===== src/uppsc_pkg.sv =====
// constants, state codes and carrier types for the port power state controller
package uppsc_pkg;

  localparam int CLK_HZ           = 20_000_000;
  localparam int TICK_MS          = 1;
  localparam int TICK_CYCLES      = CLK_HZ / 1000 * TICK_MS;
  localparam int DISCHARGE_MS     = 200;
  localparam int PROFILE_DWELL_MS = 1000;
  localparam int PROFILE_COUNT    = 8;
  localparam int TIMER_WIDTH      = 10;
  localparam int SYNC_WIDTH       = 9;

  localparam logic [2:0] SETTLE_CYCLES     = 3'h4;
  localparam logic [2:0] MODE_ALL_ZERO     = 3'h0;
  localparam logic [2:0] MODE_PASSTHROUGH  = 3'h1;
  localparam logic [2:0] MODE_CYCLE        = 3'h7;
  localparam logic [7:0] HS_MODE_MASK      = 8'h06;
  localparam logic [2:0] PROFILE_RESET     = 3'h0;

  typedef enum logic [2:0] {
    ST_OFF           = 3'h0,
    ST_SLEEP         = 3'h1,
    ST_DETECT        = 3'h2,
    ST_SEQ_STOP      = 3'h3,
    ST_SEQ_BYPASS    = 3'h4,
    ST_SEQ_DISCHARGE = 3'h5,
    ST_ACTIVE        = 3'h6,
    ST_ERROR         = 3'h7
  } uppsc_state_type;

  typedef struct packed {
    logic       switch_en;
    logic       detect_select;
    logic [2:0] mode;
    logic       source_ok;
    logic       present;
    logic       fault;
  } uppsc_ctrl_type;

  typedef struct packed {
    logic port;
    logic bypass;
    logic hs;
    logic discharge;
    logic attach_det_en;
    logic removal_det_en;
    logic alert_oe;
    logic attach_flag_oe;
  } uppsc_drive_type;

endpackage


===== src/uppsc_top.sv =====
// power-state decoder and switch sequencer of the port power controller
`timescale 1ns/1ps
// Notes on behaviour
// RQ1: below core threshold (reset) hold all switches off, keep no state.
// RQ2: sleep turns all switches off and disables attach and removal detection.
// RQ3: entering sleep releases the fault alert and the attach flag.
// RQ4: sleep keeps decoding the mode inputs so they can wake the block.
// RQ5: sleep when enable off, select 0, not pass-through; or enable on, select 0, modes zero.
// RQ6: select 1 with enable off, or enable on and source low and modes nonzero: detect.
// RQ7: select 1, enable on, source good, modes nonzero: wait in detect, auto-activate on attach.
// RQ8: detect keeps port and data switches off and bus fed via bypass.
// RQ9: select 0, enable on, source good, plain mode: active, port on, data follows mode.
// RQ10: cycling mode keeps port on, data off, steps profiles while nothing attached.
// RQ11: active reached from detect keeps port on and removal detection enabled.
// RQ12: host changes mode inputs before enable when leaving pass-through for sleep.
// RQ13: enable on, select 1, modes zero: detect without discharge or attach detection.
// RQ14: host should use only the listed input combinations.
// RQ15: error turns all switches off, asserts the alert, keeps switches off meanwhile.
// RQ16: detect to active: stop attach detect, open bypass, pulse discharge, close port.
// RQ17: control inputs are synchronised before the state is decoded.
module uppsc_top #(
  parameter int TICK_CYCLES      = uppsc_pkg::TICK_CYCLES,
  parameter int DISCHARGE_MS     = uppsc_pkg::DISCHARGE_MS,
  parameter int PROFILE_DWELL_MS = uppsc_pkg::PROFILE_DWELL_MS,
  parameter int PROFILE_COUNT    = uppsc_pkg::PROFILE_COUNT
) (
  input  wire logic       I_CLK,
  input  wire logic       I_RESETN,
  input  wire logic       I_SWITCH_ENABLE_INPUT,
  input  wire logic       I_ENABLE_POLARITY,
  input  wire logic       I_DETECT_SELECT,
  input  wire logic       I_MODE_SELECT_A,
  input  wire logic       I_MODE_SELECT_B,
  input  wire logic       I_EMULATION_ON,
  input  wire logic       I_SOURCE_SUPPLY_OK,
  input  wire logic       I_PORTABLE_PRESENT,
  input  wire logic       I_FAULT,
  output logic            O_PORT_SWITCH_ON,
  output logic            O_BYPASS_SWITCH_ON,
  output logic            O_HS_SWITCH_ON,
  output logic            O_DISCHARGE_ON,
  output logic            O_ATTACH_DETECT_EN,
  output logic            O_REMOVAL_DETECT_EN,
  output logic            O_ALERT_N_OUT,
  output logic            O_ALERT_N_OE,
  output logic            O_ATTACH_FLAG_N_OUT,
  output logic            O_ATTACH_FLAG_N_OE,
  output logic [2:0]      O_POWER_STATE,
  output logic [2:0]      O_PROFILE
);

  localparam int TICK_WIDTH = (TICK_CYCLES > 1) ? $clog2(TICK_CYCLES) : 1;
  localparam int TW         = uppsc_pkg::TIMER_WIDTH;

  logic [uppsc_pkg::SYNC_WIDTH-1:0] raw_pins;
  logic [uppsc_pkg::SYNC_WIDTH-1:0] sync_pins;
  uppsc_pkg::uppsc_ctrl_type        ctrl;
  logic                             pol_pin;

  uppsc_pkg::uppsc_state_type state;
  uppsc_pkg::uppsc_state_type next_state;
  uppsc_pkg::uppsc_drive_type drive;
  uppsc_pkg::uppsc_drive_type next_drive;
  logic                       attached;
  logic                       next_attached;
  logic                       alert;
  logic                       next_alert;
  logic                       polarity;
  logic                       next_polarity;
  logic [2:0]                 settle;
  logic [2:0]                 next_settle;
  logic [TW-1:0]              timer;
  logic [TW-1:0]              next_timer;
  logic [2:0]                 profile;
  logic [2:0]                 next_profile;
  logic [TICK_WIDTH-1:0]      tick_count;
  logic [TICK_WIDTH-1:0]      next_tick_count;
  logic                       tick;
  logic                       next_tick;

  logic en_active;
  logic mode_zero;
  logic mode_pass;
  logic mode_cycle;
  logic full_cond;
  logic attach_watch;
  uppsc_pkg::uppsc_state_type target;

  assign raw_pins = {I_ENABLE_POLARITY, I_SWITCH_ENABLE_INPUT, I_DETECT_SELECT,
                     I_EMULATION_ON, I_MODE_SELECT_B, I_MODE_SELECT_A,
                     I_SOURCE_SUPPLY_OK, I_PORTABLE_PRESENT, I_FAULT};

  // every pin, strap included, crosses into the clock domain before decoding
  uppsc_sync #(
    .WIDTH (uppsc_pkg::SYNC_WIDTH)
  ) u_sync (
    .i_clk    (I_CLK),
    .i_resetn (I_RESETN),
    .i_async  (raw_pins),
    .o_stable (sync_pins)
  ); // RQ17

  assign pol_pin = sync_pins[uppsc_pkg::SYNC_WIDTH-1];
  assign ctrl    = uppsc_pkg::uppsc_ctrl_type'(sync_pins[uppsc_pkg::SYNC_WIDTH-2:0]);

  // millisecond enable pulse shared by the discharge and profile timers
  always_comb begin
    next_tick       = 1'b0;
    next_tick_count = tick_count + 1'b1;
    if (tick_count == TICK_WIDTH'(TICK_CYCLES - 1)) begin
      next_tick_count = '0;
      next_tick       = 1'b1;
    end
  end

  always_ff @(posedge I_CLK or negedge I_RESETN) begin
    if (!I_RESETN) begin
      tick_count <= '0;
      tick       <= 1'b0;
    end else begin
      tick_count <= next_tick_count;
      tick       <= next_tick;
    end
  end

  // decoded input conditions
  always_comb begin
    en_active    = polarity ? ctrl.switch_en : ~ctrl.switch_en;
    mode_zero    = (ctrl.mode == uppsc_pkg::MODE_ALL_ZERO);
    mode_pass    = (ctrl.mode == uppsc_pkg::MODE_PASSTHROUGH);
    mode_cycle   = (ctrl.mode == uppsc_pkg::MODE_CYCLE);
    full_cond    = en_active & ctrl.source_ok & ~mode_zero;
    // the zero-mode configuration sits in detect but never looks for an attach
    attach_watch = ctrl.detect_select & ~(en_active & mode_zero); // RQ13
  end

  // target state from the current control levels, used from sleep, detect, active and error
  always_comb begin
    target = state;
    if (!ctrl.detect_select) begin
      if (!en_active && mode_pass) begin
        // unlisted; holding avoids dropping an active pass-through port mid-transfer
        target = state; // RQ12
      end else if (full_cond) begin
        target = uppsc_pkg::ST_ACTIVE; // RQ9
      end else begin
        target = uppsc_pkg::ST_SLEEP; // RQ5
      end
    end else if (state == uppsc_pkg::ST_ACTIVE && attached && full_cond) begin
      target = uppsc_pkg::ST_ACTIVE; // RQ11
    end else if (state == uppsc_pkg::ST_DETECT && attached && full_cond) begin
      target = uppsc_pkg::ST_ACTIVE; // RQ7
    end else begin
      target = uppsc_pkg::ST_DETECT; // RQ6
    end
  end

  always_comb begin
    next_state    = state;
    next_attached = attached;
    next_alert    = alert;
    next_polarity = polarity;
    next_settle   = settle;
    next_timer    = timer;
    next_profile  = profile;
    next_drive    = '0;

    unique case (state)
      uppsc_pkg::ST_OFF: begin
        // the synchroniser output is only valid after its fourth edge; catching the strap earlier reads reset zeros
        if (settle == uppsc_pkg::SETTLE_CYCLES) begin
          next_polarity = pol_pin;
          next_state    = uppsc_pkg::ST_SLEEP;
        end else begin
          next_settle = settle + 1'b1;
        end
      end
      uppsc_pkg::ST_SLEEP,
      uppsc_pkg::ST_DETECT,
      uppsc_pkg::ST_ACTIVE,
      uppsc_pkg::ST_ERROR: begin
        if (ctrl.fault) begin
          next_state = uppsc_pkg::ST_ERROR; // RQ15
        end else if (state == uppsc_pkg::ST_DETECT && target == uppsc_pkg::ST_ACTIVE) begin
          next_state = uppsc_pkg::ST_SEQ_STOP; // RQ16
        end else begin
          next_state = target; // RQ4
        end
      end
      uppsc_pkg::ST_SEQ_STOP: begin
        next_state = ctrl.fault ? uppsc_pkg::ST_ERROR : uppsc_pkg::ST_SEQ_BYPASS; // RQ16
      end
      uppsc_pkg::ST_SEQ_BYPASS: begin
        next_timer = TW'(DISCHARGE_MS);
        next_state = ctrl.fault ? uppsc_pkg::ST_ERROR : uppsc_pkg::ST_SEQ_DISCHARGE; // RQ16
      end
      uppsc_pkg::ST_SEQ_DISCHARGE: begin
        if (ctrl.fault) begin
          next_state = uppsc_pkg::ST_ERROR;
        end else if (timer == '0) begin
          next_timer = TW'(PROFILE_DWELL_MS);
          next_state = uppsc_pkg::ST_ACTIVE; // RQ16
        end else if (tick) begin
          next_timer = timer - 1'b1;
        end
      end
    endcase

    // a fresh entry into active restarts the dwell so the mode starts cleanly
    if (next_state == uppsc_pkg::ST_ACTIVE && state != uppsc_pkg::ST_ACTIVE &&
        state != uppsc_pkg::ST_SEQ_DISCHARGE) begin
      next_timer = TW'(PROFILE_DWELL_MS);
    end

    // profile stepping; the starting profile is whatever was left, by design
    if (state == uppsc_pkg::ST_ACTIVE && next_state == uppsc_pkg::ST_ACTIVE && mode_cycle &&
        !ctrl.detect_select && !ctrl.present) begin
      if (timer == '0) begin
        next_timer   = TW'(PROFILE_DWELL_MS);
        next_profile = (profile == 3'(PROFILE_COUNT - 1)) ? uppsc_pkg::PROFILE_RESET : profile + 1'b1;
      end else if (tick) begin
        next_timer = timer - 1'b1;
      end
    end // RQ10

    // attach bookkeeping: removal clears first so a same-cycle attach wins
    if (next_state == uppsc_pkg::ST_SLEEP || !ctrl.detect_select) begin
      next_attached = 1'b0; // RQ3
    end else if (state == uppsc_pkg::ST_ACTIVE && !ctrl.present) begin
      next_attached = 1'b0;
    end
    if (state == uppsc_pkg::ST_DETECT && attach_watch && ctrl.present) begin
      next_attached = 1'b1; // RQ7
    end

    // alert persists past error until the block goes to sleep; entry to error wins
    if (next_state == uppsc_pkg::ST_SLEEP) begin
      next_alert = 1'b0; // RQ3
    end
    if (next_state == uppsc_pkg::ST_ERROR) begin
      next_alert = 1'b1; // RQ15
    end

    unique case (next_state)
      uppsc_pkg::ST_OFF,
      uppsc_pkg::ST_SLEEP,
      uppsc_pkg::ST_ERROR: begin
        next_drive = '0; // RQ2
      end
      uppsc_pkg::ST_DETECT: begin
        next_drive.bypass         = 1'b1; // RQ8
        next_drive.attach_det_en  = attach_watch;
        next_drive.removal_det_en = attach_watch;
      end
      uppsc_pkg::ST_SEQ_STOP: begin
        next_drive.bypass         = 1'b1;
        next_drive.removal_det_en = ctrl.detect_select; // RQ16
      end
      uppsc_pkg::ST_SEQ_BYPASS: begin
        next_drive.removal_det_en = ctrl.detect_select; // RQ16
      end
      uppsc_pkg::ST_SEQ_DISCHARGE: begin
        next_drive.discharge      = 1'b1; // RQ16
        next_drive.removal_det_en = ctrl.detect_select;
      end
      uppsc_pkg::ST_ACTIVE: begin
        next_drive.port           = 1'b1; // RQ9
        next_drive.hs             = uppsc_pkg::HS_MODE_MASK[ctrl.mode] & ~mode_cycle; // RQ10
        next_drive.removal_det_en = ctrl.detect_select; // RQ11
      end
    endcase
    next_drive.alert_oe       = next_alert;
    next_drive.attach_flag_oe = next_attached;
  end

  always_ff @(posedge I_CLK or negedge I_RESETN) begin
    if (!I_RESETN) begin
      state    <= uppsc_pkg::ST_OFF; // RQ1
      drive    <= '0;
      attached <= 1'b0;
      alert    <= 1'b0;
      polarity <= 1'b0;
      settle   <= 3'h0;
      timer    <= '0;
      profile  <= uppsc_pkg::PROFILE_RESET;
    end else begin
      state    <= next_state;
      drive    <= next_drive;
      attached <= next_attached;
      alert    <= next_alert;
      polarity <= next_polarity;
      settle   <= next_settle;
      timer    <= next_timer;
      profile  <= next_profile;
    end
  end

  // open-drain pins only ever pull low, so their data level is a constant-zero flop
  always_ff @(posedge I_CLK or negedge I_RESETN) begin
    if (!I_RESETN) begin
      O_ALERT_N_OUT       <= 1'b0;
      O_ATTACH_FLAG_N_OUT <= 1'b0;
    end else begin
      O_ALERT_N_OUT       <= 1'b0;
      O_ATTACH_FLAG_N_OUT <= 1'b0;
    end
  end

  assign O_PORT_SWITCH_ON    = drive.port;
  assign O_BYPASS_SWITCH_ON  = drive.bypass;
  assign O_HS_SWITCH_ON      = drive.hs;
  assign O_DISCHARGE_ON      = drive.discharge;
  assign O_ATTACH_DETECT_EN  = drive.attach_det_en;
  assign O_REMOVAL_DETECT_EN = drive.removal_det_en;
  assign O_ALERT_N_OE        = drive.alert_oe;
  assign O_ATTACH_FLAG_N_OE  = drive.attach_flag_oe;
  assign O_POWER_STATE       = state;
  assign O_PROFILE           = profile;

endmodule


===== src/uppsc_sync.sv =====
// three-stage input synchroniser that accepts a change once stages two and three agree
`timescale 1ns/1ps
module uppsc_sync #(
  parameter int WIDTH = 1
) (
  input  wire logic             i_clk,
  input  wire logic             i_resetn,
  input  wire logic [WIDTH-1:0] i_async,
  output logic      [WIDTH-1:0] o_stable
);

  logic [WIDTH-1:0] stage1;
  logic [WIDTH-1:0] stage2;
  logic [WIDTH-1:0] stage3;
  logic [WIDTH-1:0] next_stable;

  // per bit: a level that differs between stages two and three is still in flight
  always_comb begin
    for (int i = 0; i < WIDTH; i++) begin
      next_stable[i] = (stage2[i] == stage3[i]) ? stage2[i] : o_stable[i];
    end
  end

  always_ff @(posedge i_clk or negedge i_resetn) begin
    if (!i_resetn) begin
      stage1   <= '0;
      stage2   <= '0;
      stage3   <= '0;
      o_stable <= '0;
    end else begin
      stage1   <= i_async;
      stage2   <= stage1;
      stage3   <= stage2;
      o_stable <= next_stable;
    end
  end

endmodule


===== config.mk =====
export PLATFORM = sky130hd
export DESIGN_NAME = uppsc_top
export DESIGN_NICKNAME = d
export VERILOG_FILES = /design/src/uppsc_pkg.sv /design/src/uppsc_top.sv /design/src/uppsc_sync.sv
export SDC_FILE = /design/constraint.sdc
export NUM_CORES = 1
export LEC_CHECK = 0
export ABC_AREA = 1
export BUFFER_PORTS_ARGS = -buffer_cell sky130_fd_sc_hd__clkbuf_2
export CAP_MARGIN = 5
export CORE_AREA = 2 2 116 118
export CTS_BUF_LIST = sky130_fd_sc_hd__clkbuf_16
export CTS_CLUSTER_SIZE = 25
export DETAILED_ROUTE_END_ITERATION = 10
export DIE_AREA = 0 0 118 120
export GPL_TIMING_DRIVEN = 0
export HOLD_SLACK_MARGIN = 0.12
export PLACE_DENSITY_LB_ADDON = 0.15
export SYNTH_ARGS = -nofsm -noshare
export SYNTH_HDL_FRONTEND = slang
export SYNTH_SLANG_ARGS = --single-unit

===== constraint.sdc =====
create_clock -name I_CLK -period 3 [get_ports I_CLK]
set_input_delay 0.45 -clock I_CLK [delete_from_list [all_inputs] [get_ports I_CLK]]
set_output_delay 0.45 -clock I_CLK [all_outputs]
set_load 0.05 [all_outputs]

After elaboration in Yosys (flattened, before gate mapping)

Memories as Yosys holds them, arrays and structs flattened.
Index checks and enable logic that the tools add are counted.

Mux-type cells: 37
Order comparisons: 1
Bitwise operators: 10
Equal/unequal tests: 31
Add/sub/neg operators: 4
Reduce and logical (&&, ||, !) cells: 32

Operator list:

| cell                  | count |
|---|---|
| $mux 10               | 7 |
| $eq 3x3->1 const B    | 12 |
| $mux 3                | 11 |
| $pmux 10 s2           | 1 |
| $add 15x1->15 const B | 1 |
| $eq 15x15->1 const B  | 1 |
| $logic_and 1x1->1     | 15 |
| $mux 15               | 1 |
| $pmux 3 s5            | 1 |
| $mux 1                | 13 |
| $eq 3x2->1 const B    | 4 |
| $logic_not 10->1      | 1 |
| $sub 10x1->10 const B | 1 |
| $eq 1x1->1            | 9 |
| $eq 3x1->1 const B    | 3 |
| $logic_not 3->1       | 3 |
| $reduce_or 4->1       | 2 |
| $add 3x1->3 const B   | 2 |
| $ne 3x3->1 const B    | 2 |
| $reduce_and 2->1      | 3 |
| $and 1x1->1           | 5 |
| $not 1->1             | 5 |
| $lt 3x4->1 const B    | 1 |
| $mux 2                | 2 |
| 7 further kinds       | 9 |

Output and inout port bits: 16
Input bits: 11
Memory bits (read-only): 8
Memories kept: 1
Register bits: 80

Memories:

| name             | depth | width | rd ports | clocked after Yosys merged registers in | wr ports | line             | RTL |
|---|---|---|---|---|---|---|---|
| (name not given) | 8     | 1     | 1        | 0                                       | 0        | uppsc_top.sv:268 | `next_drive.hs = uppsc_pkg::HS_MODE_MASK[ctrl.mode] & ~mode_cycle;` |

Logic depth before layout (Yosys ltp)

Word-level depth: 20
Mapped depth: 16

Hierarchy

A second synthesis with hierarchy kept.

Cells, all modules: 458
Area total of the unflattened synthesis: 3862.5 um^2

By module, submodules not included:

| module     | seq. area each (um^2) | cells each | area an instance (um^2) | times used |
|---|---|---|---|---|
| uppsc_top  | 1101.1                | 386        | 2815.2                  | 1 |
| uppsc_sync | 900.9                 | 72         | 1047.3                  | 1 |

Least setup slack after synthesis

OpenSTA, ideal clock, no wires.

Path type: reg2reg
From: register state[0], in the netlist O_POWER_STATE[0]
To: register profile[0], in the netlist O_PROFILE[0]
Setup slack: 829 ps
Cell stages (with the launch flop): 17
Buffers on the path: 2
Arrival time: 2049 ps
Setup time: 123 ps
Cell sequence: dfrtp_1 > buf_6 > nor2_4 > nand2_1 > nand2_4 > inv_2 > nand2_2 > nand2_1 > nand2_1 > inv_2 > nand2_4 > nand4_4 > nor2_4 > buf_6 > nand3_2 > nand2_1 > o21ai_1

Longest elaborated chain between the ends: 17
Elaborated cells on any way between the ends: 31
Classes of those cells: 9 x eq/ne; 10 x mux; 12 x reduce/logical

RTL lines:

| what                              | line                                                 | RTL |
|---|---|---|
| start: declaration                | uppsc_top.sv:60                                      | `uppsc_pkg::uppsc_state_type state;` |
| start signal: assignment          | uppsc_top.sv:278                                     | `state <= uppsc_pkg::ST_OFF;` |
| start signal: assignment          | uppsc_top.sv:287                                     | `state <= next_state;` |
| $eq 3x2->1                        | uppsc_top.sv:151, uppsc_top.sv:168, uppsc_top.sv:184 |  |
| $logic_and 1x1->1 (2 in series)   | uppsc_top.sv:151                                     | `end else if (state == uppsc_pkg::ST_DETECT && attached && full_cond) begin` |
| $mux 3                            | uppsc_top.sv:151                                     |  |
| $mux 3                            | uppsc_top.sv:149                                     | `end else if (state == uppsc_pkg::ST_ACTIVE && attached && full_cond) begin` |
| $mux 3                            | uppsc_top.sv:140                                     | `if (!ctrl.detect_select) begin` |
| $eq 3x3->1                        | uppsc_top.sv:184                                     | `end else if (state == uppsc_pkg::ST_DETECT && target == uppsc_pkg::ST_ACTIVE) begin` |
| $logic_and 1x1->1                 | uppsc_top.sv:184                                     |  |
| $mux 3                            | uppsc_top.sv:184                                     |  |
| $mux 3                            | uppsc_top.sv:182                                     | `if (ctrl.fault) begin` |
| $pmux 3 s5 *                      | uppsc_top.sv:168                                     | `unique case (state)` |
| net next_state[1]                 | uppsc_top.sv:61                                      | `uppsc_pkg::uppsc_state_type next_state;` |
| $eq 3x3->1 *                      | uppsc_top.sv:216                                     | `if (state == uppsc_pkg::ST_ACTIVE && next_state == uppsc_pkg::ST_ACTIVE && mode_cycle &&` |
| $logic_and 1x1->1 * (3 in series) | uppsc_top.sv:216                                     |  |
| $logic_and 1x1->1 *               | uppsc_top.sv:217                                     | `!ctrl.detect_select && !ctrl.present) begin` |
| $reduce_and 2->1 (no line) *      | n/a                                                  |  |
| end signal: assignment            | uppsc_top.sv:285                                     | `profile <= uppsc_pkg::PROFILE_RESET;` |
| end signal: assignment            | uppsc_top.sv:294                                     | `profile <= next_profile;` |
| end: declaration                  | uppsc_top.sv:74                                      | `logic [2:0] profile;` |

Mark *: on every way through the listed nets, which the timed path passes. The rest lies on a longest branch.
A chain may end at the register's enable or synchronous reset.

Worst setup path in the final report

From: register timer[0]
To: register timer[8]

Longest elaborated chain between the ends: 11
Elaborated cells on any way between the ends: 20
Classes of those cells: 1 x add/sub; 1 x eq/ne; 11 x mux; 7 x reduce/logical

RTL lines:

| what                                                                   | line             | RTL |
|---|---|---|
| start: declaration                                                     | uppsc_top.sv:72  | `logic [TW-1:0] timer;` |
| start signal: assignment                                               | uppsc_top.sv:293 | `timer <= next_timer;` |
| parallel branches: the longest is 10 deep, another holds $sub 10x1->10 | n/a              |  |
| $mux 10 *                                                              | uppsc_top.sv:216 |  |
| net next_timer[8]                                                      | uppsc_top.sv:73  | `logic [TW-1:0] next_timer;` |

Mark *: on every way through the listed nets, which the timed path passes.

==> flow_metrics.tcl <==
set metrics [dict create \
    numPortBuffers 24 \
    clock_latency_ps 330 \
    syn_area_per_cell_um2 8.89 \
    grt_antenna_before_repair 0 \
    dp_hpwl_um 5500 \
    clock_sinks 80 \
    cp_top_family "simple AND/OR/NAND/NOR gates" \
    drt_first_pass_iters 4 \
    track_usage_pct 11.9 \
    cts.clk_slew.worst_paths_ps 60 \
    drt-total-wl_um 7840 \
    grt_pass1_wl_um 13400 \
    nets 482 \
    synth_warnings 0 \
    met2_usage_pct 19.0 \
    p_leak_nw 2.15 \
    fin_worst_skew_ps 6.42 \
    cts_buffers 9 \
    post_cts_buffers 0 \
    hold_viol 0 \
    die_h_um 120 \
    timing.fmax_ghz 0.380 \
    antenna_left 0 \
    rows 42 \
    via_count 2860 \
    final_area_mm2 0.00441 \
    grt_pass1_vias 2809 \
    peakVddDrop_mv 0.564 \
    status "finished, final reports clean" \
    boundaryPins 27 \
    cp.depth 14 \
    overflow 0 \
    whs_path_depth 1 \
    synth.cell_area_mm2 0.00377 \
    tritoncts "yes" \
    cp-end-kind "flip-flop" \
    yosys-top-cells-area "dfrtp_1 (53%), nand2_1 (9.0%), inv_1 (5.3%)" \
    drive_above_1_share_pct 15.0 \
    netlist_top_cells_count "nand2_1 (90), dfrtp_1 (80), inv_1 (53)" \
    drv_slew 0 \
    final.setup.tns_ps 0 \
    synth_xor_area_share_pct 1.63 \
    wire_per_inst_um 12.2 \
    cp_common_cell "nand2_1" \
    path_buf_inv 2 \
    die_area_mm2 0.0142 \
    synth_area_leader_cell "dfrtp_1" \
    synth_top_family_by_area "simple AND/OR/NAND/NOR gates" \
    synth_edf_count 0 \
    initial_core_util_pct 29.0 \
    cp_cell_sequence "inv_1, ha_1, inv_2, nor3_1, nand3_1, nand2_1, nand2_1, a21oi_2, nand4_4, nor2_4, nand2_1, nand2_1, nand2_1, o21ai_1" \
    path_class "reg2reg" \
    drc 0 \
    reg2reg_depth 14 \
    vias_per_cell 4.45 \
    synthAdderAreaFrac_pct 5.38 \
    drt_iter0_markers 118 \
    tightestPinTransition_ps 532 \
    cap_violations 0 \
    placed_cell_area_mm2 0.00414 \
    gp_congestion 0.875 \
    totalPowerFinal_mw 3.46 \
    syn-instance-count 424 \
    fin_crit_sh_pct 87.6 \
    crit_path_start_kind "flip-flop" \
    critPathRequiredTime_ps 3250 \
    crit_arrival_ps 2880 \
    met1_usage_pct 15.4 \
    holdWs_ps 220 \
    synth.top_cell.area_share_pct 53.1 \
    setup_viol 0 \
    fp.dieW_um 118 \
    yosysSeqAreaShare_pct 53.1 \
    synth-compound-area-share_pct 8.53 \
    top_usage_layer "met2" \
    diodes 0 \
    yosys.cell_types.count 40 \
    ys_ff_latch 80 \
    async_flop_share_pct 100 \
    min_path_type "in2reg" \
    synthMuxAreaShare_pct 0 \
    use_met3_pct 3.09 \
    dominantRegCellSynth "dfrtp_1" \
    crit_fanout 10 \
    root_buffer "clkbuf_16" \
    core_mm2 0.0130 \
    critical-path-slowest-cell "dfrtp_1" \
    min_period_ps 2630 \
    clockBufferDepth 2 \
    slew_headroom_pct 64.5 \
    power_density_mw_per_mm2 786 \
    synthSimpleGateAreaFrac_pct 23.4 \
    area_growth_pct 16.9 \
    yosysMostFrequentCell "nand2_1" \
    grt_max_degree 48 \
    h-tree-depth 3 \
    rsz0062_at_grt "false" \
    max_stage_delay_ps 350 \
]
[power breakdown]
part           internal [mW]  leakage, nW  total, mW  switching [mW]
Combinational          0.335         1.04       1.21           0.876
Sequential              1.20        0.980       1.29          0.0957
Clock                  0.543        0.127      0.957           0.414
[flip-flops by register name, summed over array words and instances, names as in the netlist, 3 cells and up]
signal,flops
u_sync.o_stable,9
tick_count,15
O_POWER_STATE,3
u_sync.stage1,9
u_sync.stage3,9
u_sync.stage2,9
timer,10
settle,3
O_PROFILE,3
[routing by layer]
| metal | routed length, µm | part of all wire (%) |
|---|---|---|
| met3 | 251 | 3.2 |
| met4 | 136 | 1.7 |
| met5 | 0 | 0 |
| met2 | 3600 | 46 |
| met1 | 3850 | 49 |
[layout make-up]
class / count / area, µm²
fill: 1345 / 8570
sequential: 80 / 2000
multi-input combinational: 273 / 1480
inverter: 65 / 244
clock buffer: 9 / 225
tap: 176 / 220
timing repair buffer: 26 / 160
buffer: 7 / 51.3
clock inverter: 6 / 28.8
[final timing paths]
| check | startpoint | slack [ps] | end |
|---|---|---|---|
| max | timer[0]$_DFF_PN0_ | 370 | timer[8]$_DFF_PN0_ |
| min | I_MODE_SELECT_A | 220 | u_sync.stage1[3]$_DFF_PN0_ |
| max reg2reg | timer[0]$_DFF_PN0_ | 370 | timer[8]$_DFF_PN0_ |
| min reg2reg | u_sync.stage1[7]$_DFF_PN0_ | 350 | u_sync.stage2[7]$_DFF_PN0_ |
| max in group asynchronous | I_RESETN | 1760 | O_PROFILE[0]$_DFFE_PN0P_ |
| min in group asynchronous | I_RESETN | 640 | u_sync.stage1[6]$_DFF_PN0_ |
[repair_timing]
item                                   4_1_cts  5_1_grt
endpoints found under the hold margin        1        0
gates resized for setup                      0        0
hold buffers                                 1        0
[cells in the final DEF (no fill, tap or decap), types with 4 or more instances in the layout]
master / instances
o21ai_0: 15
nand3_1: 37
inv_1: 54
maj3_1: 9
nand2_1: 90
ha_1: 9
a221oi_1: 4
nor2_1: 37
dfrtp_1: 80
clkbuf_2: 23
xor2_1: 6
inv_2: 10
clkbuf_16: 9
nor3_1: 7
o22ai_1: 6
clkinv_1: 4
a21oi_1: 15
o21ai_1: 6
nand4_1: 6
[logic make-up after synthesis]
| logic type | Yosys count |
|---|---|
| adder cells (fa/ha/maj) | 18 |
| buffers and inverters | 72 |
| AND/OR/NAND/NOR | 192 |
| other | 1 |
| AO/OA/AOI/OAI | 54 |
| XOR/XNOR | 7 |
| flip-flops | 80 |
[through the flow]
step	utilization [%]	setup slack, ps	cells
5_1_grt	34.0	59.9	642
4_1_cts	34.0	345	642
6_report	34.0	371	642
3_3_place_gp	31.7	357	625
2_1_floorplan	-	829	425
3_5_place_dp	31.9	359	626
Power figures use the tool's default switching activity.
